$ cat src/include/pai_pkg.sv
// constants for the port A / port C pin integration block
// assumes an APB slave with 32-bit data and one register per aligned word
package pai_pkg;
  localparam int PA_W = 6;
  localparam int PC_W = 2;
  localparam int SPI_W = 4;
  localparam int ADDR_W = 8;
  localparam int DATA_W = 32;
  localparam int IDX_W = 6;
  // register indices, byte address is four times the index
  localparam logic [IDX_W-1:0] IDX_PA_DATA = 6'h00;
  localparam logic [IDX_W-1:0] IDX_RSVD_A = 6'h01;
  localparam logic [IDX_W-1:0] IDX_PA_DIR = 6'h02;
  localparam logic [IDX_W-1:0] IDX_RSVD_B = 6'h03;
  localparam logic [IDX_W-1:0] IDX_PC_DATA = 6'h04;
  localparam logic [IDX_W-1:0] IDX_PC_DIR = 6'h06;
  localparam logic [1:0] ALIGN_OK = 2'h0;
  // reset values
  localparam logic [PA_W-1:0] PA_DATA_RST = 6'h00;
  localparam logic [PA_W-1:0] PA_DIR_RST = 6'h00;
  localparam logic [PC_W-1:0] PC_DATA_RST = 2'h0;
  localparam logic [PC_W-1:0] PC_DIR_RST = 2'h0;
  localparam logic [DATA_W-1:0] RDATA_RST = 32'h0000_0000;
  // field positions
  localparam int PC_IRQ_BIT = 1;
  localparam int PC_CLK_BIT = 0;
  localparam int STRB_LANE0 = 0;
  localparam logic [PA_W-1:0] PA_ALL_OUT = 6'h3f;
  localparam logic [PC_W-1:0] PC_ALL_OUT = 2'h3;
endpackage

$ cat src/include/pai_pin_if.sv
// bundle between the register side and the per-pin output mux
// assumes all members are on the bus clock
`timescale 1ns/1ns
interface pai_pin_if #(parameter int W = 1);
  logic [W-1:0] gp_data;
  logic [W-1:0] gp_dir;
  logic [W-1:0] own;
  logic [W-1:0] alt_out;
  logic [W-1:0] alt_oe;
  logic [W-1:0] pin_out;
  logic [W-1:0] pin_oe;
  modport ctrl (output gp_data, output gp_dir, output own, output alt_out,
                output alt_oe, input pin_out, input pin_oe);
  modport mux (input gp_data, input gp_dir, input own, input alt_out,
               input alt_oe, output pin_out, output pin_oe);
endinterface

$ cat src/rtl/pai_sync.sv
// two-flop synchroniser for a vector of pin levels
// assumes each bit is an independent level from outside the clock domain
`timescale 1ns/1ns
module pai_sync #(parameter int W = 1) (
  input  wire logic         clk_i,
  input  wire logic         resetn_i,
  input  wire logic [W-1:0] async_i,
  output logic      [W-1:0] sync_o
);
  logic [W-1:0] meta_q;
  logic [W-1:0] meta_d;
  logic [W-1:0] sync_q;
  logic [W-1:0] sync_d;

  // next values: first stage feeds only the second
  always_comb begin
    meta_d = async_i;
    sync_d = meta_q;
  end

  // register both stages
  always_ff @(posedge clk_i or negedge resetn_i) begin
    if (!resetn_i) begin
      meta_q <= '0;
      sync_q <= '0;
    end else begin
      meta_q <= meta_d;
      sync_q <= sync_d;
    end
  end

  assign sync_o = sync_q;
endmodule

$ cat src/rtl/pai_pin_mux.sv
// per-pin choice between GPIO and peripheral drive
// assumes own/alt signals come from logic on the same clock
`timescale 1ns/1ns
module pai_pin_mux #(parameter int W = 1) (
  pai_pin_if.mux p
);
  // one mux per pin
  for (genvar i = 0; i < W; i++) begin : g_pin
    always_comb begin
      if (p.own[i]) begin
        p.pin_out[i] = p.alt_out[i];
        p.pin_oe[i]  = p.alt_oe[i];
      end else begin
        p.pin_out[i] = p.gp_data[i];
        p.pin_oe[i]  = p.gp_dir[i];
      end
    end
  end
endmodule

$ cat src/rtl/pai_top.sv
// port A / port C pin integration with APB register access
// assumes APB master on clk_i, pins asynchronous, peripherals on clk_i
`timescale 1ns/1ns
module pai_top (
  input  wire logic                         clk_i,
  input  wire logic                         resetn_i,
  input  wire logic                         psel_i,
  input  wire logic                         penable_i,
  input  wire logic                         pwrite_i,
  input  wire logic [pai_pkg::ADDR_W-1:0]   paddr_i,
  input  wire logic [pai_pkg::DATA_W-1:0]   pwdata_i,
  input  wire logic [3:0]                   pstrb_i,
  output logic      [pai_pkg::DATA_W-1:0]   prdata_o,
  output logic                              pready_o,
  output logic                              pslverr_o,
  input  wire logic [pai_pkg::PA_W-1:0]     pa_pin_i,
  output logic      [pai_pkg::PA_W-1:0]     pa_pin_o,
  output logic      [pai_pkg::PA_W-1:0]     pa_pin_oe_o,
  input  wire logic [pai_pkg::PC_W-1:0]     pc_pin_i,
  output logic      [pai_pkg::PC_W-1:0]     pc_pin_o,
  output logic      [pai_pkg::PC_W-1:0]     pc_pin_oe_o,
  output logic                              port_c_pin_one_pd_o,
  input  wire logic [pai_pkg::SPI_W-1:0]    spi_own_i,
  input  wire logic [pai_pkg::SPI_W-1:0]    spi_out_i,
  input  wire logic [pai_pkg::SPI_W-1:0]    spi_oe_i,
  output logic      [pai_pkg::SPI_W-1:0]    spi_in_o,
  input  wire logic                         die_link_en_i,
  input  wire logic                         die_link_clock_output_i,
  output logic                              die_link_irq_input_o
);
  logic [pai_pkg::PA_W-1:0]   pa_data_q;
  logic [pai_pkg::PA_W-1:0]   pa_data_d;
  logic [pai_pkg::PA_W-1:0]   pa_dir_q;
  logic [pai_pkg::PA_W-1:0]   pa_dir_d;
  logic [pai_pkg::PC_W-1:0]   pc_data_q;
  logic [pai_pkg::PC_W-1:0]   pc_data_d;
  logic [pai_pkg::PC_W-1:0]   pc_dir_q;
  logic [pai_pkg::PC_W-1:0]   pc_dir_d;
  logic [pai_pkg::DATA_W-1:0] prdata_q;
  logic [pai_pkg::DATA_W-1:0] prdata_d;
  logic [pai_pkg::PA_W-1:0]   pa_sync;
  logic [pai_pkg::PC_W-1:0]   pc_sync;
  logic [pai_pkg::PA_W-1:0]   pa_rd;
  logic [pai_pkg::PC_W-1:0]   pc_rd;
  logic [pai_pkg::IDX_W-1:0]  idx;
  logic                       aligned;
  logic                       hit;
  logic                       setup_rd;
  logic                       acc_wr;
  logic                       lane0;

  pai_pin_if #(.W(pai_pkg::PA_W)) pa_if ();
  pai_pin_if #(.W(pai_pkg::PC_W)) pc_if ();

  // input synchronisers for both ports
  pai_sync #(.W(pai_pkg::PA_W)) u_pa_sync (
    .clk_i    (clk_i),
    .resetn_i (resetn_i),
    .async_i  (pa_pin_i),
    .sync_o   (pa_sync)
  );

  pai_sync #(.W(pai_pkg::PC_W)) u_pc_sync (
    .clk_i    (clk_i),
    .resetn_i (resetn_i),
    .async_i  (pc_pin_i),
    .sync_o   (pc_sync)
  );

  // output muxes
  pai_pin_mux #(.W(pai_pkg::PA_W)) u_pa_mux (.p(pa_if.mux));
  pai_pin_mux #(.W(pai_pkg::PC_W)) u_pc_mux (.p(pc_if.mux));

  // address decode; byte address is four times the register index
  always_comb begin
    idx      = paddr_i[pai_pkg::ADDR_W-1:2];
    aligned  = (paddr_i[1:0] == pai_pkg::ALIGN_OK);
    hit      = aligned && ((idx == pai_pkg::IDX_PA_DATA) || (idx == pai_pkg::IDX_RSVD_A) ||
                           (idx == pai_pkg::IDX_PA_DIR)  || (idx == pai_pkg::IDX_RSVD_B) ||
                           (idx == pai_pkg::IDX_PC_DATA) || (idx == pai_pkg::IDX_PC_DIR));
    setup_rd = psel_i && !penable_i && !pwrite_i;
    acc_wr   = psel_i && penable_i && pwrite_i && aligned;
    lane0    = pstrb_i[pai_pkg::STRB_LANE0];
  end

  // zero wait states; unmapped or misaligned access answers with an error
  assign pready_o  = 1'b1;
  assign pslverr_o = psel_i && penable_i && !hit;

  // read value per pin: register when output, synced pin when input
  for (genvar i = 0; i < pai_pkg::PA_W; i++) begin : g_pa_rd
    assign pa_rd[i] = pa_dir_q[i] ? pa_data_q[i] : pa_sync[i];
  end
  for (genvar i = 0; i < pai_pkg::PC_W; i++) begin : g_pc_rd
    assign pc_rd[i] = pc_dir_q[i] ? pc_data_q[i] : pc_sync[i];
  end

  // next register values: writes land at the access edge only
  always_comb begin
    pa_data_d = pa_data_q;
    pa_dir_d  = pa_dir_q;
    pc_data_d = pc_data_q;
    pc_dir_d  = pc_dir_q;
    if (acc_wr && lane0) begin
      case (idx)
        pai_pkg::IDX_PA_DATA: pa_data_d = pwdata_i[pai_pkg::PA_W-1:0];
        pai_pkg::IDX_PA_DIR:  pa_dir_d  = pwdata_i[pai_pkg::PA_W-1:0];
        pai_pkg::IDX_PC_DATA: pc_data_d = pwdata_i[pai_pkg::PC_W-1:0];
        pai_pkg::IDX_PC_DIR:  pc_dir_d  = pwdata_i[pai_pkg::PC_W-1:0];
        default: begin
          pa_data_d = pa_data_q;
        end
      endcase
    end
  end

  // next read data, captured in the setup cycle; upper bits stay zero
  always_comb begin
    prdata_d = prdata_q;
    if (setup_rd) begin
      prdata_d = pai_pkg::RDATA_RST;
      if (aligned) begin
        case (idx)
          pai_pkg::IDX_PA_DATA: prdata_d[pai_pkg::PA_W-1:0] = pa_rd;
          pai_pkg::IDX_PA_DIR:  prdata_d[pai_pkg::PA_W-1:0] = pa_dir_q;
          pai_pkg::IDX_PC_DATA: prdata_d[pai_pkg::PC_W-1:0] = pc_rd;
          pai_pkg::IDX_PC_DIR:  prdata_d[pai_pkg::PC_W-1:0] = pc_dir_q;
          default: begin
            prdata_d = pai_pkg::RDATA_RST;
          end
        endcase
      end
    end
  end

  // register the state; peripherals never touch the direction bits
  always_ff @(posedge clk_i or negedge resetn_i) begin
    if (!resetn_i) begin
      pa_data_q <= pai_pkg::PA_DATA_RST;
      pa_dir_q  <= pai_pkg::PA_DIR_RST;
      pc_data_q <= pai_pkg::PC_DATA_RST;
      pc_dir_q  <= pai_pkg::PC_DIR_RST;
      prdata_q  <= pai_pkg::RDATA_RST;
    end else begin
      pa_data_q <= pa_data_d;
      pa_dir_q  <= pa_dir_d;
      pc_data_q <= pc_data_d;
      pc_dir_q  <= pc_dir_d;
      prdata_q  <= prdata_d;
    end
  end

  assign prdata_o = prdata_q;

  // port A: SPI owns pins 3..0 when it says so, pins 5..4 are plain GPIO
  always_comb begin
    pa_if.gp_data = pa_data_q;
    pa_if.gp_dir  = pa_dir_q;
    pa_if.own     = '0;
    pa_if.alt_out = '0;
    pa_if.alt_oe  = '0;
    pa_if.own[pai_pkg::SPI_W-1:0]     = spi_own_i;
    pa_if.alt_out[pai_pkg::SPI_W-1:0] = spi_out_i;
    pa_if.alt_oe[pai_pkg::SPI_W-1:0]  = spi_oe_i;
  end

  // port C: link drives the clock on pin 0 and listens on pin 1
  always_comb begin
    pc_if.gp_data = pc_data_q;
    pc_if.gp_dir  = pc_dir_q;
    pc_if.own     = {pai_pkg::PC_W{die_link_en_i}};
    pc_if.alt_out = '0;
    pc_if.alt_oe  = '0;
    pc_if.alt_out[pai_pkg::PC_CLK_BIT] = die_link_clock_output_i;
    pc_if.alt_oe[pai_pkg::PC_CLK_BIT]  = 1'b1;
    pc_if.alt_oe[pai_pkg::PC_IRQ_BIT]  = 1'b0;
  end

  // pin drive and peripheral inputs
  assign pa_pin_o             = pa_if.pin_out;
  assign pa_pin_oe_o          = pa_if.pin_oe;
  assign pc_pin_o             = pc_if.pin_out;
  assign pc_pin_oe_o          = pc_if.pin_oe;
  assign spi_in_o             = pa_sync[pai_pkg::SPI_W-1:0];
  assign die_link_irq_input_o = die_link_en_i & pc_sync[pai_pkg::PC_IRQ_BIT];
  assign port_c_pin_one_pd_o  = die_link_en_i;

  logic rd_pa_setup;
  logic rd_pc_setup;
  logic rd_rsvd_setup;
  logic wr_rsvd;
  logic wr_pa_dir;
  logic wr_pc_dir;

  // helper decode for the checks
  always_comb begin
    rd_pa_setup   = setup_rd && aligned && (idx == pai_pkg::IDX_PA_DATA);
    rd_pc_setup   = setup_rd && aligned && (idx == pai_pkg::IDX_PC_DATA);
    rd_rsvd_setup = setup_rd && aligned && (idx == pai_pkg::IDX_RSVD_A);
    wr_rsvd       = acc_wr && (idx == pai_pkg::IDX_RSVD_A);
    wr_pa_dir     = acc_wr && lane0 && (idx == pai_pkg::IDX_PA_DIR);
    wr_pc_dir     = acc_wr && lane0 && (idx == pai_pkg::IDX_PC_DIR);
  end
endmodule

$ cat config.mk
export PLATFORM = sky130hd
export DESIGN_NAME = pai_top
export DESIGN_NICKNAME = d
export VERILOG_FILES = /design/src/include/pai_pkg.sv /design/src/include/pai_pin_if.sv /design/src/rtl/pai_sync.sv /design/src/rtl/pai_pin_mux.sv /design/src/rtl/pai_top.sv
export SDC_FILE = /design/constraint.sdc
export NUM_CORES = 1
export LEC_CHECK = 0
export BUFFER_PORTS_ARGS = -buffer_cell sky130_fd_sc_hd__buf_2
export CAP_MARGIN = 10
export CORE_MARGIN = 2
export CORE_UTILIZATION = 42
export DETAILED_ROUTE_END_ITERATION = 12
export PLACE_DENSITY_LB_ADDON = 0.3
export SETUP_SLACK_MARGIN = 0.3
export SYNTH_ARGS = -nofsm -noshare
export SYNTH_HDL_FRONTEND = slang
export SYNTH_HIERARCHICAL = 1
export SYNTH_SLANG_ARGS = --single-unit
$ cat constraint.sdc
create_clock -name clk_i -period 1.25 [get_ports clk_i]
set_input_delay 0.125 -clock clk_i [delete_from_list [all_inputs] [get_ports clk_i]]
set_output_delay 0.125 -clock clk_i [all_outputs]
set_load 0.02 [all_outputs]
## Word-level counts from Yosys, hierarchy flattened

Cells that the tools add are included.

| word-level totals | value |
|---|---|
| memory bits (writable) | 0 |
| input bits | 71 |
| bits in registers | 64 |
| bits in read-only memories | 0 |
| memories kept | 0 |
| latch bits | 0 |
| output and inout port bits | 56 |

| operators by class | value |
|---|---|
| multiplexer cells | 23 |
| bitwise operators | 1 |
| equality and inequality tests | 5 |
| div/mod/pow operators | 0 |
| magnitude comparators | 0 |
| shift operators | 0 |
| reductions and logical operators | 22 |
| multiply operators | 0 |
| $add $sub $neg | 0 |

Operator list:

| kind | number |
|---|---|
| 2-to-1 mux 1 bit | 20 |
| == test 6 x 2 -> 1 bit (second input constant) | 2 |
| == test 6 x 3 -> 1 bit (second input constant) | 2 |
| logical AND 1 bit | 8 |
| one-hot mux 2 bit (4 select lines) | 1 |
| one-hot mux 4 bit (2 select lines) | 1 |
| AND reduction 2 bit | 4 |
| == test 6 x 1 -> 1 bit (second input constant) | 1 |
| logical NOT 6 bit | 1 |
| 2-to-1 mux 6 bit | 1 |
| logical OR 1 bit | 5 |
| logical NOT 1 bit | 3 |
| logical NOT 2 bit | 1 |
| AND 1 bit | 1 |

## Longest topological paths before layout

Gate-level depths: netlist (run 1).

| depth | value |
|---|---|
| depth in word-level cells | 9 |
| mapped depth | 6 |
| mapped depth without buffers | 4 |

## Cells and area by module

The synthesis (run 1) kept the hierarchy.

Modules (own cells, without submodules):

| module | times used | sequential area each (sq um) | area an instance (sq um) | cells an instance |
|---|---|---|---|---|
| pai_top | 1 | 550.5 | 1311.3 | 128 |
| pai_sync (u_pa_sync) | 1 | 300.3 | 300.3 | 12 |
| pai_pin_mux (u_pa_mux) | 1 | 0.0 | 172.7 | 12 |
| pai_sync (u_pc_sync) | 1 | 100.1 | 100.1 | 4 |
| pai_pin_mux (u_pc_mux) | 1 | 0.0 | 45.0 | 4 |

## Worst setup path after synthesis (run 1)

Ideal clock, no wire load.

| timing | value |
|---|---|
| path kind | input-to-reg |
| start point | input paddr_i[1] (netlist name) |
| end point | register pa_dir_q[0] (netlist name) |
| slack | -0.023 ns |
| arrival time | 1.148 ns |
| setup time | 0.125 ns |
| stages on the path | 4 |
| buffers on the path | 0 |
| path through | nor2_2 nand3_2 nor3b_4 mux2_2 |

| on the way | value |
|---|---|
| cells in the longest elaborated chain, start to end | 4 |

Ends and longest elaborated chain:

| element | line | RTL |
|---|---|---|
| from (decl) | pai_top.sv:10 | `input wire logic [pai_pkg::ADDR_W-1:0] paddr_i,` |
| logical NOT 2 bit | pai_top.sv:77 | `aligned = (paddr_i[1:0] == pai_pkg::ALIGN_OK);` |
| logical AND 1 bit | pai_top.sv:82 | `acc_wr = psel_i && penable_i && pwrite_i && aligned;` |
| logical AND 1 bit | n/a |  |
| AND reduction 2 bit (no line) | n/a |  |
| to (signal assigned) | pai_top.sv:140 | `pa_dir_q <= pai_pkg::PA_DIR_RST;` |
| to (signal assigned) | pai_top.sv:146 | `pa_dir_q <= pa_dir_d;` |
| to (decl) | pai_top.sv:33 | `logic [pai_pkg::PA_W-1:0] pa_dir_q;` |

Every way passes these cells.
A chain may end at the register's enable or synchronous reset.

## Worst setup path in the final report (run 1)

| timing | value |
|---|---|
| start point | register pc_dir_q[0] (netlist name) |
| end point | output pc_pin_oe_o[0] (netlist name) |

| on the way | value |
|---|---|
| cells in the longest elaborated chain, start to end | 1 |

Ends and longest elaborated chain:

| element | line | RTL |
|---|---|---|
| from (decl) | pai_top.sv:37 | `logic [pai_pkg::PC_W-1:0] pc_dir_q;` |
| from (signal assigned) | pai_top.sv:142 | `pc_dir_q <= pai_pkg::PC_DIR_RST;` |
| from (signal assigned) | pai_top.sv:148 | `pc_dir_q <= pc_dir_d;` |
| 2-to-1 mux 1 bit | pai_pin_mux.sv:10 | `if (p.own[i]) begin` |
| to (decl) | pai_top.sv:21 | `output logic [pai_pkg::PC_W-1:0] pc_pin_oe_o,` |

Every way passes these cells.

==> results by group, run 1 <==
Global routing
  • Largest net degree at the start of global routing: 29
  • Global-route wire length before repair: 7.49 mm
  • Initial antenna violation count: 0
  • Total track usage: 19.0%
  • Vias in the first global route: 1617
  • Overflow after GRT: 0

Floorplanning
  • Initial core utilization: 44.0%
  • Row cnt: 24
  • Width of the die: 71.8 um
  • Die height: 71.8 um
  • Core footprint: 4380 sq um
  • Die ar.: 5150 sq um
  • I/O pins: 127

Timing
  • Post-route clock period utilization: 100%
  • Setup ws final: -0.00514 ns
  • Unrepaired setup endpoints after global routing: yes
  • Fin. Hold Viols: 0
  • Setup-failing EPs final: 2
  • Slew Limit Fails: 0
  • Tmin final: 1.26 ns
  • FMAX: 0.797 GHz
  • Setup TNS: -0.00669 ns
  • Clock skew: 0.00716 ns

Clocking
  • # clock sinks: 38
  • TritonCTS clock tree: built
  • Clock transition at path regs: 0.08 ns
  • Clock latency at the later pin of the worst-skew pair: 0.28 ns
  • CTS Buffer Depth: 2
  • Maximum level of the CTS H-tree: 2
  • Root Buffer: clkbuf_8
  • TritonCTS buffer count: 5

Critical path
  • CP Data Required Time: 1.12 ns
  • Crit start category: register
  • Worst-path fanout max: 4
  • WS Path Type: register to output pin
  • Critical path capture point type: output pin
  • RR Startpoint: pa_data_q[3]$_DFFE_PN0P_
  • Crit path arrival time: 1.13 ns
  • CP Launch Point: pc_dir_q[0]$_DFFE_PN0P_

Logic synthesis
  • Largest area contributor in the synthesized netlist: dfrtp_1
  • Post-Syn Area per Cell: 12.1 sq um
  • Cell variety after synth: 27
  • Post-synth top area share: 49.3%
  • Number of synthesized register bits: 38
  • Mapped Area: 1930 sq um
  • Leading post-synthesis cells by cell area: dfrtp_1, mux2_2, buf_4
  • Post-synth EDFFs: 0
  • Syn. warnings: 6
  • FFs w/ async S/R, synth: 100%
  • Main synth FF type: dfrtp_1
  • Mapped Cells: 160
  • Seq/Total Area, Yosys: 49.3%

Routing
  • Routed Antenna Nets: 0
  • Residual DRC: 0
  • DR WL/cell: 14.1 um
  • Via count: 1560
  • Iter 0 DRT Violations: 55
  • Avg Vias per Cell: 4.59
  • DRT Pass-1 Iters: 4
  • DRT Wirelength: 4.79 mm

Pwr
  • Clock group share of total power: 32.3%
  • Combinational share of power: 19.8%
  • P_sw: 707 uW
  • Sequential Power Share: 47.9%
  • Leak pwr: 0.00165 uW
  • IR drop worst, VDD: 0.672 mV
  • Switching Fraction: 26.6%
  • Internal: 1950 uW
  • Power Density: 851 nW/um^2

Finish
  • Share of layout cells above drive strength 1: 58.7%
  • Nets: 358
  • Ant diodes: 0
  • Fin util: 71.2%
  • Area Growth Syn to Fin: 61.9%
  • FILL cells: 307

Hold path
  • Hold Crit Start: pwdata_i[4]
  • Min-delay worst type: input pin to register

Run
  • Max Cap Violations: 0

Placement
  • Final GP Congestion: 0.805
  • DP Wirelength: 3.08 mm
  • IO buf count: 70

Run status
  • Outcome: complete, but fails checks
  • Failing checks: negative setup slack
[final timing paths]
kind / endpoint / slack, ns / depth (start not counted)
min: pa_dir_q[4]$_DFFE_PN0P_ / 0.09 / 2
min reg2reg: u_pa_sync/sync_o[2]$_DFF_PN0_ / 0.35 / 0
min in group asynchronous: u_pc_sync/sync_o[1]$_DFF_PN0_ / 0.24 / 2
max reg2reg: prdata_o[3]$_DFFE_PN0P_ / 0.09 / 5
max in group asynchronous: u_pa_sync/sync_o[1]$_DFF_PN0_ / 0.56 / 3
max: pc_pin_oe_o[0] / -0.005 / 2
[routing by layer]
| layer | vias up | global-route usage (%) | part of all wire [%] |
|---|---|---|---|
| met5 | - | 0 | 0 |
| met4 | 0 | 8.81 | 1.6 |
| met3 | 4 | 2.25 | 3.6 |
| met2 | 45 | 33.2 | 54 |
| met1 | 761 | 23.3 | 41 |
| li1 | 750 | - | - |
[flip-flops by register name (all words and copies together), names as in the netlist]
register,count
pa_dir_q,6
pc_data_q,2
u_pc_sync/meta_q,2
prdata_o,6
pa_data_q,6
u_pc_sync/sync_o,2
u_pa_sync/meta_q,6
pc_dir_q,2
u_pa_sync/sync_o,6
[cell type report]
cell class / count / area [sq um] / area share [%]
clock buffers: 7 / 86.3 / 2.76
multi-input cells: 127 / 1040 / 33.4
well taps: 52 / 65.1 / 2.08
clock inverters: 1 / 5.00 / 0.160
flip-flops and latches: 38 / 952 / 30.5
repair buffers: 115 / 972 / 31.1
[logic make-up after synthesis]
family	Yosys count	synth area share (%)
flip-flops	38	49.3
multiplexers	32	20.6
AND/OR/NAND/NOR	32	10.1
buffers and inverters	31	11.7
AO/OA/AOI/OAI	25	7.85
other	2	0.389
[critical path: stages, from the launching register on]
cell and delay, ns:
dfrtp_1 0.42, mux2_2 0.29, buf_6 0.13
[cells in the final DEF (no fill, tap or decap), drive strengths merged]
cell type,count
clkinv,1
mux2,32
nor2,6
nand3,2
conb,38
dfrtp,38
a31oi,1
and2,2
nor3b,1
clkbuf,7
and2b,2
nor3,1
dlygate4sd3,9
nand2,11
nor4,1
and3b,1
a22oi,2
a21oi,4
buf,106
and4,1
o21ai,14
nand2b,4
a32o,4
[power groups by stage]
| stage | clock (uW) | sequential [uW] | combinational, uW |
|---|---|---|---|
| 3_5_place_dp | 0 | 1300 | 403 |
| 3_3_place_gp | 0 | 1300 | 398 |
| 4_1_cts | 887 | 1270 | 511 |
| 5_1_grt | 928 | 1280 | 564 |
| 2_1_floorplan | 0 | 1300 | 287 |
| 6_report | 858 | 1270 | 526 |
[through the flow]
step	worst slack [ns]	area (sq um)	power, uW	hold slack, ns	std cells
floorplan	0.0463	2100	1590	-0.171	196
global placement	-0.147	2370	1690	0.0151	299
detailed placement	-0.177	2370	1700	0.0187	299
CTS	-0.00569	3020	2670	0.0828	332
global route	-0.0444	3120	2770	0.0886	340
finish	-0.00514	3120	2660	0.0934	340
[cell usage after synthesis, types with 2 or more instances]
cell       n
a21oi_1    4
dfrtp_1   38
mux2_1     2
nor2_1     5
and2b_1    2
buf_4     29
mux2_2    20
o21ai_0   14
mux2_4    10
and2_1     2
a22oi_1    2
nand2_1   10
nand2b_1   4
a32o_1     4
conb_1     2
[timing repair]
| action | CTS | global route |
|---|---|---|
| setup buffers | 16 | 8 |
| resized for setup | 113 | 12 |
| pin swaps | 14 | 9 |
| endpoints found under the hold margin | 46 | 0 |
| hold buffers | 9 | 0 |
| setup endpoints to repair | 49 | 49 |
No activity file was read; power rests on OpenSTA's default activity.
==> run 2: changes to the inputs <==
CORE_UTILIZATION = 45   (was 42)
clock period = 1.54 ns   (was 1.25 ns; I/O delays follow)
==> run 2 against run 1 <==
Compared with the run above:
- the run now ends clean
- global-route usage down 1.8 points
- register-to-register slack better by 0.29 ns
- worst setup slack better by 0.29 ns
- hold slack better by 0.026 ns
- cell area down 12%
- critical path depth unchanged
- clock power down 5.8%
- highest routed layer unchanged
==> results by group, run 2 (synthesis results as in run 1) <==
Global routing
  • Total track usage: 17.2% (-1.8 points)
  • Vias in the first global route: 1461 (-9.6%)
  • Global-route wire length before repair: 6.56 mm (-12%)
  • Overflow after GRT: 0 (unchanged)
  • Initial antenna violation count: 0 (unchanged)
  • Largest net degree at the start of global routing: 15 (-48%)

Placement
  • DP Wirelength: 2.97 mm (-3.5%)
  • IO buf count: 70 (unchanged)
  • Final GP Congestion: 0.814 (+1.2%)
  • Post-Place Setup Slack: 0.0558 ns (+0.233 ns)

Timing
  • Slew Limit Fails: 0 (unchanged)
  • Unrepaired setup endpoints after global routing: yes
  • FMAX: 0.795 GHz
  • Post-route clock period utilization: 81.7%
  • Clock skew: 0.00458 ns (-0.00258 ns)
  • Setup ws final: 0.282 ns (+0.287 ns)
  • Tmin final: 1.26 ns
  • Min Hold Slack: 0.119 ns (+0.0256 ns)
  • Setup TNS: 0 ns (+0.00669 ns)
  • Setup-failing EPs final: 0 (-2)
  • Fin. Hold Viols: 0 (unchanged)

Finish
  • Ant diodes: 0 (unchanged)
  • Share of layout cells above drive strength 1: 50.2% (-8.5 points)
  • Area Growth Syn to Fin: 42.7%
  • Commonest non-fill, non-tap cells in the layout: buf_2, conb_1, dfrtp_1, buf_4
  • Nets: 343 (-4.2%)
  • Commonest non-fill, non-tap cell in the layout: buf_2

Pwr
  • Total power: 2210 uW (-17%)
  • Internal: 1660 uW (-15%)
  • Power Density: 804 nW/um^2 (-5.5%)
  • Combinational share of power: 16.9% (-2.9 points)
  • Sequential Power Share: 46.6% (-1.3 points)
  • Clock group share of total power: 36.5% (+4.2 points)
  • Leak pwr: 0.00149 uW (-9.6%)
  • IR drop worst, VDD: 0.673 mV (about the same)
  • P_sw: 551 uW (-22%)
  • Switching Fraction: 24.9% (-1.7 points)

Clocking
  • Clock latency at the later pin of the worst-skew pair: 0.28 ns (about the same)
  • # clock sinks: 38 (unchanged)
  • Root Buffer: clkbuf_8
  • CTS Buffer Depth: 2 (unchanged)
  • Maximum level of the CTS H-tree: 2 (unchanged)
  • Clock transition at path regs: 0.07 ns (about the same)
  • TritonCTS clock tree: built
  • TritonCTS buffer count: 5 (unchanged)

Routing
  • Routed Antenna Nets: 0 (unchanged)
  • DR WL/cell: 12.5 um (-11%)
  • DRT Pass-1 Iters: 4 (unchanged)
  • Residual DRC: 0 (unchanged)
  • Avg Vias per Cell: 4.59 (unchanged)
  • Iter 0 DRT Violations: 72 (+31%)
  • DRT Wirelength: 4.04 mm (-16%)
  • Via count: 1482 (-5.0%)

Run status
  • Outcome: completed

Floorplanning
  • Row cnt: 23 (-4.2%)
  • Core footprint: 4060 sq um (-7.4%)
  • Die ar.: 4830 sq um (-6.3%)
  • Width of the die: 69.5 um (-3.2%)
  • Initial core utilization: 47.5% (+3.5 points)
  • I/O pins: 127 (unchanged)
  • Die height: 69.5 um (-3.2%)

Critical path
  • Critical path capture point type: output pin
  • CP cell instances: mux2_4 > buf_6
  • CP Data Required Time: 1.39 ns (+0.27 ns)
  • Worst-path fanout max: 3 (-1)
  • Worst stage delay on the critical path: 0.40 ns (-0.02 ns)
  • WS Path Type: register to output pin
  • R2r setup slk: 0.38 ns (+0.29 ns)
  • Crit path arrival time: 1.10 ns (-0.03 ns)
  • Crit start category: register
  • Worst path slowest cell: dfrtp_1

Hold path
  • Min-delay worst type: input pin to register

Run
  • Max Cap Violations: 0 (unchanged)
run 2: cell types whose count changed in the layout (fill, tap and decap cells not counted), sizes merged:
cell,previous run,this run
clkbuf,7,5
bufinv,0,1
clkinv,1,2
buf,106,91
run 2: worst paths after layout:
path | startpoint | end | cells past startpoint
max | pc_dir_q[0]$_DFFE_PN0P_ | pc_pin_oe_o[0] | 2
min | pwdata_i[2] | pa_dir_q[2]$_DFFE_PN0P_ | 2
max reg2reg | pa_dir_q[2]$_DFFE_PN0P_ | prdata_o[2]$_DFFE_PN0P_ | 5
min reg2reg | u_pa_sync/meta_q[3]$_DFF_PN0_ | u_pa_sync/sync_o[3]$_DFF_PN0_ | 0
max in group asynchronous | resetn_i | pa_data_q[3]$_DFFE_PN0P_ | 3
min in group asynchronous | resetn_i | u_pc_sync/meta_q[1]$_DFF_PN0_ | 2
run 2: area by class of cell:
cell class	instances	area, sq um
fill	321	1300
clock buffer	5	68.8
timing repair buffer	100	702
tap	50	62.6
sequential	38	951
clock inverter	3	40.0
multi-input combinational	127	930
run 2: critical path: cells and delay by family (launching register included):
family | cells | cell delay (ns)
buffers and inverters | 1 | 0.13
flip-flops | 1 | 0.40
multiplexers | 1 | 0.29
run 2: per-layer routing:
metal	vias to the layer above	track usage, %	wire (um)
met1	698	20.4	1660
met3	9	3.92	223
li1	715	-	-
met5	-	0	0
met4	0	8.71	99
met2	60	29.2	2060
run 2: repair_timing:
| item | 4_1_cts | 5_1_grt |
|---|---|---|
| buffers inserted | 11 | 3 |
| hold buffers | 9 | 0 |
| endpoints found under the hold margin | 20 | 0 |
| gates resized for setup | 25 | 20 |
| pin swaps | 0 | 3 |
| endpoints found under the setup margin | 16 | 22 |
run 2: stage by stage:
step | utilization (%) | instance area [sq um] | std cells
3_3_place_gp | 57.1 | 2320 | 292
4_1_cts | 66.0 | 2680 | 320
6_report | 67.9 | 2750 | 323
5_1_grt | 67.9 | 2750 | 323
2_1_floorplan | - | 2080 | 196
3_5_place_dp | 57.1 | 2320 | 292
run 2: power groups by stage:
stage	Sequential, uW	Combinational, uW	Clock, uW
floorplan	1060	228	0
global placement	1050	307	0
detailed placement	1050	311	0
CTS	1030	359	830
global route	1030	404	890
finish	1030	374	808
==> run 3: changes to the inputs <==
CORE_UTILIZATION = 42   (was 45)
clock period = 1.21 ns   (was 1.54 ns; I/O delays follow)
==> run 3 against run 2 <==
Compared with the run above:
- register-to-register slack worse by 0.33 ns
- final cell count up 2.8%
- count of clock-buffer cells in the layout up 2
- the flow now finishes with violations (negative setup slack)
- highest routed layer unchanged
- die area up 6.7%
==> results by group, run 3 (synthesis results as in run 1) <==
Run status
  • Outcome: complete, but fails checks
  • Failing checks: negative setup slack

Timing
  • Setup ws final: -0.0225 ns (-0.305 ns)
  • FMAX: 0.811 GHz
  • Clock skew: 0.00615 ns (+0.00157 ns)
  • Setup-failing EPs final: 4 (+4)
  • Slew Limit Fails: 0 (unchanged)
  • Post-route clock period utilization: 102%
  • Unrepaired setup endpoints after global routing: yes
  • Tmin final: 1.23 ns
  • Fin. Hold Viols: 0 (unchanged)

Routing
  • DRT met1 WL: 1.79 mm (+7.7%)
  • DR WL/cell: 14.0 um (+12%)
  • DR WL met2: 2.50 mm (+22%)
  • Residual DRC: 0 (unchanged)
  • Routed wl met3: 303 um (+36%)
  • Avg Vias per Cell: 4.73 (+3.1%)
  • Routed Antenna Nets: 0 (unchanged)
  • Top sig layer: met4
  • Via count: 1571 (+6.0%)
  • Iter 0 DRT Violations: 54 (-25%)
  • DRT Wirelength: 4.66 mm (+15%)
  • DRT Pass-1 Iters: 4 (unchanged)

Run
  • Max Cap Violations: 0 (unchanged)

Floorplanning
  • Die height: 71.8 um (+3.3%)
  • Die ar.: 5150 sq um (+6.7%)
  • Core footprint: 4380 sq um (+8.0%)
  • Width of the die: 71.8 um (+3.3%)
  • Initial core utilization: 44.0% (-3.5 points)
  • Row cnt: 24 (+4.3%)
  • I/O pins: 127 (unchanged)

Clocking
  • # clock sinks: 38 (unchanged)
  • Clock transition at path regs: 0.07 ns (about the same)
  • TritonCTS clock tree: built
  • TritonCTS buffer count: 5 (unchanged)
  • CTS Buffer Depth: 2 (unchanged)
  • Maximum level of the CTS H-tree: 2 (unchanged)
  • Clock latency at the later pin of the worst-skew pair: 0.28 ns (about the same)
  • Root Buffer: clkbuf_8

Critical path
  • Worst stage delay on the critical path: 0.42 ns (+0.02 ns)
  • Worst Path Buf+Inv: 1 (unchanged)
  • Worst-path fanout max: 2 (-1)
  • Worst path slowest cell: dfrtp_1
  • CP cell instances: mux2_4 > buf_6
  • Family with the most delay on the worst path: flip-flops
  • Crit start category: register
  • CP Data Required Time: 1.09 ns (-0.30 ns)
  • WS Path Type: register to output pin
  • Critical path capture point type: output pin
  • Crit path arrival time: 1.11 ns (about the same)

Global routing
  • Largest net degree at the start of global routing: 24 (+9)
  • Vias in the first global route: 1554 (+6.4%)
  • Overflow after GRT: 0 (unchanged)
  • Initial antenna violation count: 0 (unchanged)
  • Global-route wire length before repair: 7.20 mm (+9.9%)
  • Total track usage: 18.5% (+1.3 points)

Placement
  • DP Wirelength: 2.93 mm (-1.4%)
  • Post-Place Setup Slack: -0.286 ns (-0.342 ns)
  • IO buf count: 70 (unchanged)
  • Final GP Congestion: 0.785 (-3.7%)

Pwr
  • Leak pwr: 0.00160 uW (+7.3%)
  • Clock group share of total power: 31.8% (-4.7 points)
  • Combinational share of power: 19.7% (+2.8 points)
  • Total power: 2720 uW (+23%)
  • P_sw: 704 uW (+28%)
  • Internal: 2010 uW (+21%)
  • Power Density: 887 nW/um^2 (+10%)
  • IR drop worst, VDD: 0.640 mV (-4.8%)
  • Switching Fraction: 25.9% (+1.0 points)
  • Sequential Power Share: 48.5% (+1.9 points)

Finish
  • Commonest non-fill, non-tap cell in the layout: buf_2
  • Share of layout cells above drive strength 1: 57.9% (+7.7 points)
  • Nets: 350 (+2.0%)
  • Area Growth Syn to Fin: 58.8%
  • Ant diodes: 0 (unchanged)
  • Commonest non-fill, non-tap cells in the layout: buf_2, conb_1, buf_6, dfrtp_1, mux2_4

Hold path
  • Min-delay worst type: input pin to register
## run 3: cell count changes in the layout (fill, tap and decap cells not counted), sizes merged
cell,change
clkbuf,+2
clkinv,-1
bufinv,-1
buf,+7
## run 3: cell type report
class,instances,area (sq um)
Tap cell,52,65.1
Clock buffer,7,86.3
Fill cell,326,1320
Multi-Input combinational cell,127,1060
Sequential cell,38,955
Clock inverter,1,5.00
Timing Repair Buffer,107,892
## run 3: power by group through the flow
stage | clock [uW] | sequential (uW) | combinational [uW]
floorplan | 0 | 1350 | 297
global placement | 0 | 1340 | 401
detailed placement | 0 | 1340 | 405
CTS | 890 | 1320 | 513
global route | 958 | 1320 | 576
finish | 863 | 1320 | 536
## run 3: final timing paths
kind	slack, ns	cells past startpoint	startpoint	end
worst max-delay path	-0.02	2	pa_dir_q[3]$_DFFE_PN0P_	pa_pin_oe_o[3]
worst min-delay path	0.09	2	pwdata_i[4]	pa_data_q[4]$_DFFE_PN0P_
worst max register to register	0.05	5	pa_data_q[1]$_DFFE_PN0P_	prdata_o[1]$_DFFE_PN0P_
worst min register to register	0.35	0	u_pa_sync/meta_q[1]$_DFF_PN0_	u_pa_sync/sync_o[1]$_DFF_PN0_
max in group asynchronous	0.47	3	resetn_i	u_pa_sync/sync_o[2]$_DFF_PN0_
min in group asynchronous	0.28	2	resetn_i	pc_data_q[1]$_DFFE_PN0P_
## run 3: timing repair
action,4_1_cts,5_1_grt
hold buffers,9,0
pin swaps,13,10
setup buffers,16,5
endpoints found under the hold margin,23,0
endpoints found under the setup margin,49,50
resized for setup,99,19
gates cloned,0,0
## run 3: layer usage
layer  GRT usage (%)  vias up
li1                -      732
met1            22.3      767
met2            32.2       65
met3            5.20        7
met4            5.87        0
met5               0        -
## run 3: through the flow
stage	cells	setup TNS [ns]	area, sq um	hold WS, ns	util, %
after global routing	332	-0.432	3060	0.0870	69.9
after CTS	327	-0.0837	2940	0.0788	67.1
final	332	-0.0463	3060	0.0893	69.9
after global placement	294	-2.38	2340	0.0589	53.3
after floorplan	196	0	2100	-0.175	-
after detailed placement	294	-3.06	2340	0.0619	53.3
